==> src/pkg/lrs_pkg.sv <==
package lrs_pkg;
  // Device states as seen by the sampling logic
  typedef enum logic [1:0] {
    LRS_ST_RESET,
    LRS_ST_CONFIG,
    LRS_ST_NORMAL,
    LRS_ST_STANDBY
  } lrs_state_type;

  localparam int           LRS_CLK_MHZ           = 25;    // Core clock rate
  localparam int           LRS_DEGLITCH_NS       = 1000;  // Rate pin deglitch time
  localparam int           LRS_DEGLITCH_CYC      = (LRS_DEGLITCH_NS * LRS_CLK_MHZ + 999) / 1000;
  localparam int           LRS_WAKEUP_US         = 100;   // Wakeup interval
  localparam int           LRS_WAKEUP_CYC        = LRS_WAKEUP_US * LRS_CLK_MHZ;
  localparam int           LRS_POWERUP_US        = 200;   // First power-up interval
  localparam int           LRS_POWERUP_CYC       = LRS_POWERUP_US * LRS_CLK_MHZ;
  localparam logic         LRS_RATE_RESET        = 1'b0;  // Slow rate after reset
  localparam logic         LRS_RATE_FAST         = 1'b1;  // Pin level selecting fast
  localparam logic         LRS_ROLE_RESET        = 1'b0;  // Slave role after reset
  localparam int           LRS_CNT_W             = 16;    // Width of interval counters
endpackage : lrs_pkg

==> src/pkg/lrs_sync_if.sv <==
`timescale 1ns/100ps
// Synchronised and filtered pin levels from the front end
interface lrs_sync_if;
  logic rate_filt;   // Deglitched rate select
  logic cs_low_sync; // Synchronised chip select, high when asserted
  logic dis_sync;    // Synchronised disable pin
  logic role_sync;   // Synchronised role select
  modport front (output rate_filt, output cs_low_sync, output dis_sync, output role_sync);
  modport core  (input rate_filt, input cs_low_sync, input dis_sync, input role_sync);
endinterface : lrs_sync_if

==> src/rtl/lrs_pin_front.sv <==
`timescale 1ns/100ps
// Two-stage synchronisers plus deglitch filter for the rate pin
module lrs_pin_front #(
  parameter int DEGLITCH_CYC = lrs_pkg::LRS_DEGLITCH_CYC  // Stable cycles to accept
) (
  input  wire logic   core_clk,          // Core clock
  input  wire logic   reset,             // Synchronous reset
  input  wire logic   line_rate_select,  // Rate pin
  input  wire logic   chip_select_low,   // Chip select pin, active low
  input  wire logic   disable_wake_pin,  // Disable pin
  input  wire logic   role_select,       // Role pin
  lrs_sync_if.front   sync               // Cleaned levels
);
  import lrs_pkg::*;

  // Elaboration check: filter count must fit the 8-bit counter
  if (DEGLITCH_CYC < 1 || DEGLITCH_CYC > 255) begin : g_bad_deglitch
    $error("DEGLITCH_CYC out of range");
  end

  logic [3:0] s1_q, s1_d;   // First stages, read only by second
  logic [3:0] s2_q, s2_d;   // Second stages
  logic       filt_q, filt_d;   // Filtered rate level
  logic [7:0] cnt_q, cnt_d;     // Stability counter

  // Next values of synchronisers and filter
  always_comb begin
    s1_d   = {role_select, disable_wake_pin, chip_select_low, line_rate_select};
    s2_d   = s1_q;
    filt_d = filt_q;
    cnt_d  = cnt_q;
    if (s2_q[0] == filt_q) begin
      cnt_d = 8'h00;               // Agrees, restart count
    end else if (cnt_q == 8'(DEGLITCH_CYC - 1)) begin
      filt_d = s2_q[0];            // Stable long enough
      cnt_d  = 8'h00;
    end else begin
      cnt_d = cnt_q + 8'h01;
    end
  end

  // Register stage
  always_ff @(posedge core_clk) begin
    if (reset) begin
      s1_q   <= 4'h2;              // Chip select idles high
      s2_q   <= 4'h2;
      filt_q <= LRS_RATE_RESET;
      cnt_q  <= 8'h00;
    end else begin
      s1_q   <= s1_d;
      s2_q   <= s2_d;
      filt_q <= filt_d;
      cnt_q  <= cnt_d;
    end
  end

  assign sync.rate_filt   = filt_q;
  assign sync.cs_low_sync = !s2_q[1];  // Inverted after the second stage only
  assign sync.dis_sync    = s2_q[2];
  assign sync.role_sync   = s2_q[3];
endmodule : lrs_pin_front

==> src/rtl/lrs_rate_sampler.sv <==
`timescale 1ns/100ps
// Functional notes
// Pin high selects fast, low selects slow
// Slave normal: capture rate at chip select
// Slave: receive rate applies right after capture
// Slave: transmit rate waits for frame end
// Idle transmitter takes latest capture, no pipelining; a slave capture reaches tx_fast one cycle after rx_fast
// Master normal: track filtered pin continuously
// Stand-by: capture rate during disable-falling wakeup
// Host holds pin stable through wakeup
// Reset: capture initial rate during first power-up
// Host holds pin stable through power-up
// Floating pin defaults to slow rate
// Role latched once during configuration phase
// Separate receive and transmit rate registers
module lrs_rate_sampler #(
  parameter int WAKEUP_CYC  = lrs_pkg::LRS_WAKEUP_CYC,   // Wakeup interval cycles
  parameter int POWERUP_CYC = lrs_pkg::LRS_POWERUP_CYC   // First power-up cycles
) (
  input  wire logic  core_clk,          // Core clock
  input  wire logic  reset,             // Synchronous reset, power-on
  input  wire logic  line_rate_select,  // Rate pin, pull-down assumed
  input  wire logic  chip_select_low,   // Chip select pin, active low
  input  wire logic  disable_wake_pin,  // Disable pin, high for stand-by
  input  wire logic  role_select,       // Role pin, high for master
  input  wire logic  tx_busy,           // Isolated transmitter sending a frame
  output logic       rx_fast,           // Receive path uses fast bit time
  output logic       tx_fast,           // Transmit path uses fast bit time
  output logic       role_master,       // Latched role, high for master
  output logic       normal_state       // Device in normal state
);
  import lrs_pkg::*;

  // Elaboration checks: intervals must fit the interval counter
  if (WAKEUP_CYC < 1 || WAKEUP_CYC >= (1 << LRS_CNT_W)) begin : g_bad_wakeup
    $error("WAKEUP_CYC out of range");
  end
  if (POWERUP_CYC < 1 || POWERUP_CYC >= (1 << LRS_CNT_W)) begin : g_bad_powerup
    $error("POWERUP_CYC out of range");
  end

  lrs_sync_if sync ();  // Cleaned pin levels

  // Pin front end
  lrs_pin_front u_front (
    .core_clk         (core_clk),
    .reset            (reset),
    .line_rate_select (line_rate_select),
    .chip_select_low  (chip_select_low),
    .disable_wake_pin (disable_wake_pin),
    .role_select      (role_select),
    .sync             (sync)
  );

  lrs_state_type        state_q, state_d;     // Device state
  logic [LRS_CNT_W-1:0] cnt_q, cnt_d;         // Interval counter
  logic                 role_q, role_d;       // Latched role
  logic                 rx_q, rx_d;           // Receive rate holding register
  logic                 tx_q, tx_d;           // Transmit rate holding register
  logic                 pend_q, pend_d;       // Latest captured rate for transmitter
  logic                 cs_q, cs_d;           // Previous chip select level
  logic                 dis_q, dis_d;         // Previous disable level
  logic                 cs_rise;              // Chip select assertion
  logic                 dis_fall;             // Disable falling edge
  logic                 is_fast;              // Pin level decoded

  // Decoding of the rate level into fast flag
  function automatic logic rate_is_fast(input logic lvl);
    return lvl == LRS_RATE_FAST;
  endfunction : rate_is_fast

  assign cs_rise  = sync.cs_low_sync && !cs_q;
  assign dis_fall = !sync.dis_sync && dis_q;
  assign is_fast  = rate_is_fast(sync.rate_filt);

  // Next state, counters and rate registers
  always_comb begin
    state_d = state_q;
    cnt_d   = cnt_q;
    role_d  = role_q;
    rx_d    = rx_q;
    tx_d    = tx_q;
    pend_d  = pend_q;
    cs_d    = sync.cs_low_sync;
    dis_d   = sync.dis_sync;
    case (state_q)
      LRS_ST_RESET: begin
        // First power-up: pin sampled at end of interval
        if (cnt_q == LRS_CNT_W'(POWERUP_CYC - 1)) begin
          rx_d    = is_fast;
          tx_d    = is_fast;
          pend_d  = is_fast;
          role_d  = sync.role_sync;
          cnt_d   = '0;
          state_d = LRS_ST_CONFIG;
        end else begin
          cnt_d = cnt_q + LRS_CNT_W'(1);
        end
      end
      LRS_ST_CONFIG: begin
        state_d = sync.dis_sync ? LRS_ST_STANDBY : LRS_ST_NORMAL;
      end
      LRS_ST_NORMAL: begin
        if (sync.dis_sync) begin
          state_d = LRS_ST_STANDBY;
        end else if (role_q) begin
          rx_d   = is_fast;
          pend_d = is_fast;
        end else if (cs_rise) begin
          rx_d   = is_fast;
          pend_d = is_fast;
        end
        if (!tx_busy) begin
          tx_d = (role_q || !cs_rise) ? pend_d : pend_q;
        end
      end
      LRS_ST_STANDBY: begin
        // Wakeup: pin sampled at end of interval
        if (cnt_q != '0) begin
          if (cnt_q == LRS_CNT_W'(WAKEUP_CYC)) begin
            rx_d    = is_fast;
            tx_d    = is_fast;
            pend_d  = is_fast;
            cnt_d   = '0;
            state_d = LRS_ST_NORMAL;
          end else begin
            cnt_d = cnt_q + LRS_CNT_W'(1);
          end
        end else if (dis_fall) begin
          cnt_d = LRS_CNT_W'(1);
        end
      end
      default: begin
        state_d = LRS_ST_RESET;
        cnt_d   = '0;
      end
    endcase
  end

  // Register stage
  always_ff @(posedge core_clk) begin
    if (reset) begin
      state_q <= LRS_ST_RESET;
      cnt_q   <= '0;
      role_q  <= LRS_ROLE_RESET;
      rx_q    <= LRS_RATE_RESET;
      tx_q    <= LRS_RATE_RESET;
      pend_q  <= LRS_RATE_RESET;
      cs_q    <= 1'b0;
      dis_q   <= 1'b0;
    end else begin
      state_q <= state_d;
      cnt_q   <= cnt_d;
      role_q  <= role_d;
      rx_q    <= rx_d;
      tx_q    <= tx_d;
      pend_q  <= pend_d;
      cs_q    <= cs_d;
      dis_q   <= dis_d;
    end
  end

  logic norm_q;  // Registered normal flag
  always_ff @(posedge core_clk) begin
    if (reset) begin
      norm_q <= 1'b0;
    end else begin
      norm_q <= (state_d == LRS_ST_NORMAL);
    end
  end

  assign rx_fast      = rx_q;
  assign tx_fast      = tx_q;
  assign role_master  = role_q;
  assign normal_state = norm_q;

  // Slave capture lands on receive rate next cycle
  property p_slave_rx_capture;
    @(posedge core_clk) disable iff (reset)
      (state_q == LRS_ST_NORMAL && !role_q && !sync.dis_sync && cs_rise)
      |=> (rx_q == $past(is_fast));
  endproperty
  a_slave_rx_capture: assert property (p_slave_rx_capture) else $error("rx missed");

  // Slave receive rate stable without chip select edge
  property p_slave_rx_hold;
    @(posedge core_clk) disable iff (reset)
      (state_q == LRS_ST_NORMAL && !role_q && !cs_rise) |=> $stable(rx_q);
  endproperty
  a_slave_rx_hold: assert property (p_slave_rx_hold) else $error("rx tracked pin");

  // Transmit rate frozen while a frame is sent
  property p_tx_frozen_busy;
    @(posedge core_clk) disable iff (reset)
      (state_q == LRS_ST_NORMAL && tx_busy) |=> $stable(tx_q);
  endproperty
  a_tx_frozen_busy: assert property (p_tx_frozen_busy) else $error("tx moved");

  // Idle transmitter follows latest capture outside chip select edges
  property p_tx_latest;
    @(posedge core_clk) disable iff (reset)
      (state_q == LRS_ST_NORMAL && !tx_busy && !cs_rise) |=> (tx_q == $past(pend_d));
  endproperty
  a_tx_latest: assert property (p_tx_latest) else $error("tx not latest");

  // Master tracks filtered pin
  property p_master_track;
    @(posedge core_clk) disable iff (reset)
      (state_q == LRS_ST_NORMAL && role_q && !sync.dis_sync) |=> (rx_q == $past(is_fast));
  endproperty
  a_master_track: assert property (p_master_track) else $error("master not tracking");

  // Role never changes after configuration
  property p_role_fixed;
    @(posedge core_clk) disable iff (reset)
      (state_q != LRS_ST_RESET) |=> $stable(role_q);
  endproperty
  a_role_fixed: assert property (p_role_fixed) else $error("role changed");

  // Stand-by rates held until wakeup completes
  property p_standby_hold;
    @(posedge core_clk) disable iff (reset)
      (state_q == LRS_ST_STANDBY && state_d == LRS_ST_STANDBY)
      |=> ($stable(rx_q) && $stable(tx_q));
  endproperty
  a_standby_hold: assert property (p_standby_hold) else $error("standby rate moved");

  // Rates slow after reset until power-up ends
  property p_reset_slow;
    @(posedge core_clk) disable iff (reset)
      (state_q == LRS_ST_RESET) |-> (!rx_q && !tx_q);
  endproperty
  a_reset_slow: assert property (p_reset_slow) else $error("rate not slow at reset");

  // Rx and tx equal after power-up capture
  property p_powerup_capture;
    @(posedge core_clk) disable iff (reset)
      (state_q == LRS_ST_RESET && state_d == LRS_ST_CONFIG)
      |=> (rx_q == $past(is_fast) && tx_q == $past(is_fast));
  endproperty
  a_powerup_capture: assert property (p_powerup_capture) else $error("powerup capture");
endmodule : lrs_rate_sampler

==> config.mk <==
export PLATFORM = sky130hd
export DESIGN_NAME = lrs_rate_sampler
export DESIGN_NICKNAME = d
export VERILOG_FILES = /design/src/pkg/lrs_pkg.sv /design/src/pkg/lrs_sync_if.sv /design/src/rtl/lrs_pin_front.sv /design/src/rtl/lrs_rate_sampler.sv
export SDC_FILE = /design/constraint.sdc
export NUM_CORES = 1
export LEC_CHECK = 0
export BUFFER_PORTS_ARGS = -buffer_cell sky130_fd_sc_hd__buf_4
export CORE_ASPECT_RATIO = 0.5
export CORE_MARGIN = 1.5
export CORE_UTILIZATION = 35
export DETAILED_ROUTE_END_ITERATION = 12
export PLACE_DENSITY = 0.61
export SYNTH_ARGS = -nofsm -noshare
export SYNTH_HDL_FRONTEND = slang
export SYNTH_SLANG_ARGS = --single-unit
==> constraint.sdc <==
create_clock -name core_clk -period 6.6 [get_ports core_clk]
set_clock_uncertainty 0.2 [all_clocks]
set_input_delay 0.33 -clock core_clk [delete_from_list [all_inputs] [get_ports core_clk]]
set_output_delay 0.33 -clock core_clk [all_outputs]
set_load 0.01 [all_outputs]
## Word-level counts from Yosys, hierarchy flattened

Index checks and enable logic that the tools add are counted.

| storage, ports and cells | value |
|---|---|
| flip-flop bits (word level) | 42 |
| input port bits | 7 |
| logic and storage cells | 74 |

| operators by class | value |
|---|---|
| add/sub/neg operators | 2 |
| equality and inequality tests | 15 |
| mux-type cells | 25 |
| bitwise gates (word level) | 1 |
| reduce and logical (&&, ||, !) cells | 18 |

Operators with widths:

| kind | count |
|---|---|
| 16-bit two-way mux | 4 |
| 16-bit case mux with 2 select lines | 1 |
| 16-bit by 1-bit adder with 16-bit output (second input constant) | 1 |
| 16-bit by 12-bit == test with 1-bit output (second input constant) | 1 |
| 16-bit by 13-bit == test with 1-bit output (second input constant) | 1 |
| 16-bit nonzero test | 1 |
| 1-bit two-way mux | 12 |
| 2-bit inequality test (second input constant) | 5 |
| 1-bit case mux with 3 select lines | 3 |
| 8-bit by 1-bit adder with 8-bit output (second input constant) | 1 |
| 8-bit by 5-bit == test with 1-bit output (second input constant) | 1 |
| 2-bit two-way mux | 4 |
| 2-bit case mux with 4 select lines | 1 |
| 2-bit == test (second input constant) | 3 |
| 3-bit inequality test (second input constant) | 2 |
| 2-bit AND reduction | 3 |
| 6-bit AND reduction | 1 |
| 5-bit AND reduction | 1 |
| 1-bit zero test | 4 |
| 4-bit AND reduction | 1 |
| 3-bit nonzero test | 1 |
| 3-bit OR reduction | 1 |
| 2-bit by 1-bit == test with 1-bit output (second input constant) | 1 |
| 1-bit logical AND | 2 |
| other kinds (5) | 5 |

## Logic depth before layout (Yosys ltp)

| depth | value |
|---|---|
| depth in word-level cells | 8 |
| depth in mapped cells | 8 |

## Cells and area by module

A second synthesis with hierarchy kept.

| second synthesis, totals | value |
|---|---|
| cells, all modules | 216 |
| area total of the unflattened synthesis | 1,970.6 sq um |

Modules (own cells, without submodules):

| module | times used | cells each | area each (sq um) | sequential area each (sq um) |
|---|---|---|---|---|
| lrs_rate_sampler | 1 | 150 | 1,308.8 | 500.5 |
| lrs_pin_front | 1 | 66 | 661.9 | 340.3 |

## Worst setup path before layout

OpenSTA, ideal clock, no wires.

| timing path | value |
|---|---|
| path type | register to register |
| start | register cnt_q[0] |
| end | register cnt_q[3] |
| data arrival time | 1,857 ps |
| data required time | 6,285 ps |
| slack | 4,429 ps |
| stages on the path, launching flop included | 8 |
| path buffers | 1 |
| clock period less this slack | 2,171 ps |
| path through | dfxtp_1 > ha_1 > or4bb_1 > nor4_4 > a22oi_1 > o21bai_4 > buf_6 > nor2_1 |

| between the ends | value |
|---|---|
| word-level cells in the longest chain between the ends | 4 |
| elaborated cells on any way between the ends | 10 |

Ends and longest elaborated chain:

| element | line | source |
|---|---|---|
| from (decl) | lrs_rate_sampler.sv:56 | `logic [LRS_CNT_W-1:0] cnt_q, cnt_d;` |
| from (signal assigned) | lrs_rate_sampler.sv:153 | `cnt_q <= cnt_d;` |
| 16-bit by 1-bit adder with 16-bit output / 16-bit by 12-bit == test with 1-bit output (equally long branches) | lrs_rate_sampler.sv:97, lrs_rate_sampler.sv:127, lrs_rate_sampler.sv:120 |  |
| 16-bit two-way mux | lrs_rate_sampler.sv:120 | `if (cnt_q == LRS_CNT_W'(WAKEUP_CYC)) begin` |
| 16-bit two-way mux | lrs_rate_sampler.sv:119 | `if (cnt_q != '0) begin` |
| 16-bit case mux with 2 select lines | lrs_rate_sampler.sv:86 | `case (state_q)` |

Parallel ways exist; a longest one is shown, timed or not.
A chain may end at the register's enable or synchronous reset.

## Worst setup path in the final report

| timing path | value |
|---|---|
| start | register cnt_q[1] |
| end | register cnt_q[3] |

The elaborated chain is that of the path after synthesis.

==> results.cfg <==
[status]
status = finished clean

[clock_tree]
cts.clk_slew.worst_paths_ps = 80
clk_latency_ps = 290
cts_buffers = 5
clock_sink_count = 42
htree_levels = 2
post-cts-setup-buffers = 0
clockRootBuffer = clkbuf_8
cts_tree = built
clk_path_buf_depth = 2
cts-hold-fix-buffers = 0
cts_resized = 0

[route]
wire_per_inst_um = 11.8
route.detailed.drc = 0
ant_nets = 0
drt-initial-drc-count = 90
dr.pass1.iters = 4
num_vias = 1472
wl_um = 3470
via_per_inst = 5.01

[layout]
final_nets = 234
multi_input_area_um2 = 1020
final_cells = 294
n_antenna_cell = 0
syn_to_final_growth_pct = 12.5
regArea_um2 = 841
layout-drive-gt1-share_pct = 12.9
n_fill_cell = 495
fin_area_um2 = 2170
final_util_pct = 42.4

[synthesis]
syn_area_per_cell_um2 = 9.03
yosysWarnings = 0
synth_top_cell_by_area = dfxtp_1
synthFlopType = dfxtp_1
synth.top_cells.by_area = dfxtp_1 44%, nor2_1 6.0%, xor2_1 5.9%, nand2_1 3.3%, nor2b_1 2.9%
netlist_instances = 213
yosysMostFrequentCell = dfxtp_1
ys_ff_latch = 42
synth_top_area_share_pct = 43.7
ys_types = 46
syn-num-nets = 224
synthArstFlopShare_pct = 0
synth_area_um2 = 1920
synth_edf_count = 0
seq_area_frac_synth_pct = 43.7
ys_top_cells_by_count = 42 x dfxtp_1, 31 x nor2_1, 17 x nand2_1, 13 x xor2_1, 10 x nand3_1

[hold_path]
whs_path_depth = 2
hold_start = chip_select_low
hold_path.class = in2reg
whs_endpoint = u_front.s1_q[1]$_SDFF_PP1_

[placed_design]
io_buffers = 10
dpl_cell_area_um2 = 2050
place.gp.congestion = 0.797
dp_cells = 286
post-dp-hpwl_um = 2480

[critical_path]
critPathSlowestCell = or4bb_1
rrSetupSlack_ps = 4170
slowest_delay_ps = 450
worstSetupPathType = reg2reg
worstPathCellList = ha_1, or4bb_1, nor4_4, a22oi_1, o21bai_4, nor2_1
reg2reg_to = cnt_q[3]$_SDFFE_PP0P_
crit_fanout = 13
worstRegToRegCells = 6
startpoint = cnt_q[1]$_SDFFE_PP0P_
worstSetupStartpointType = flip-flop
arrival_ps = 2400
critPathCaptureType = flip-flop
reg2reg_from = cnt_q[1]$_SDFFE_PP0P_
required_ps = 6570

[timing]
min_period_ps = 2430
finalCritPeriodShare_pct = 36.8
final_hold_viol_count = 0
worst_slew_pin_slew_ps = 462
maxSlewViolCount = 0
setup_tns_ps = 0
clock.fmax_mhz = 412
slew_headroom_pct = 69.1
rsz0062_at_grt = no
setup_viol = 0

[grt]
antenna_found_initial = 0
grt_max_degree = 26
grt-ovfl-total = 0
grt_pass1_wl_um = 5920
grt_usage_pct = 12.4
grt_pass1_vias = 1271

[pwr]
vdd_drop_max_v = 0.000109
p_leak_nw = 0.801
p_per_area_nw_per_um2 = 224

[floorplan]
die_area_um2 = 5980
core_area_um2 = 5110
initial_core_util_pct = 37.6
die_w_um = 108
die-height_um = 55.4
ioPinCount = 11
row_count = 18

[job]
maxCapViolations = 0
layout make-up:
class / instances / area share, %
multi-input combinational: 157 / 47.3
sequential: 42 / 38.8
tap: 70 / 4.04
timing repair buffer: 10 / 3.47
clock buffer: 5 / 3.18
clock inverter: 3 / 2.02
inverter: 7 / 1.21
per-stage QoR:
step           worst slack (ps)  power, W  hold WS, ps
2_1_floorplan              4430  0.000282          189
3_3_place_gp               4260  0.000287          196
3_5_place_dp               4190  0.000288          198
4_1_cts                    4170  0.000492         16.3
5_1_grt                    4010  0.000506         8.19
6_report                   4170  0.000484         25.1
layout by cell type (no fill, tap or decap), types with 2 or more instances in the layout:
| cell type | instances |
|---|---|
| clkbuf_8 | 5 |
| buf_4 | 10 |
| nor2_1 | 31 |
| nor2b_1 | 9 |
| a221oi_1 | 2 |
| nor3_1 | 5 |
| nor4_1 | 2 |
| inv_1 | 7 |
| a211oi_1 | 3 |
| xnor2_1 | 6 |
| and3_1 | 4 |
| or3_1 | 3 |
| or2_2 | 3 |
| xor2_1 | 13 |
| ha_1 | 4 |
| nand2_1 | 17 |
| nand3_1 | 10 |
| mux2i_1 | 3 |
| a21oi_1 | 7 |
| dfxtp_1 | 42 |
| nand4b_1 | 2 |
| o21ai_0 | 3 |
| nand4_1 | 7 |
worst max path at each step:
stage	slack, ps	endpoint
after floorplan	4430	cnt_q[3]$_SDFFE_PP0P_
after global placement	4260	cnt_q[0]$_SDFFE_PP0P_
after detailed placement	4190	cnt_q[11]$_SDFFE_PP0P_
after CTS	4170	cnt_q[8]$_SDFFE_PP0P_
after global routing	4010	cnt_q[12]$_SDFFE_PP0P_
final	4170	cnt_q[3]$_SDFFE_PP0P_
flip-flops by register name (all words and copies together) (netlist names):
signal                  count
cnt_q                      16
normal_state                1
tx_fast                     1
rx_fast                     1
pend_q                      1
u_front.s1_q                4
dis_q                       1
cs_q                        1
u_front.s2_q                4
role_master                 1
state_q                     2
u_front.cnt_q               8
u_front.sync.rate_filt      1
per-layer routing:
metal | global-route usage, % | part of all wire [%]
met1 | 18.1 | 54
met2 | 17.5 | 42
met3 | 3.07 | 3.3
met4 | 4.32 | 1.1
met5 | 0 | 0
critical path: cells and delay by family (launching register included):
| kind | cells | cell delay [ps] |
|---|---|---|
| flops | 1 | 380 |
| fa+ha+maj | 1 | 220 |
| simple gates | 3 | 930 |
| compound gates | 2 | 560 |
power by group:
| group | leakage (nW) | internal [W] | switching, W |
|---|---|---|---|
| combinational | 0.402 | 0.0000102 | 0.0000110 |
| clock | 0.0585 | 0.000113 | 0.0000891 |
| sequential | 0.341 | 0.000258 | 0.00000321 |
| total | 0.801 | 0.000381 | 0.000103 |
kinds of logic after synthesis:
group / after synthesis / share of synthesized area (%)
AND/OR/NAND/NOR: 104 / 29.5
buffers and inverters: 14 / 3.12
XOR/XNOR: 19 / 8.65
flip-flops: 42 / 43.7
adder cells (fa/ha/maj): 4 / 2.60
multiplexers: 4 / 2.34
AO/OA/AOI/OAI: 26 / 10.1
No activity file was read; power rests on OpenSTA's default activity.
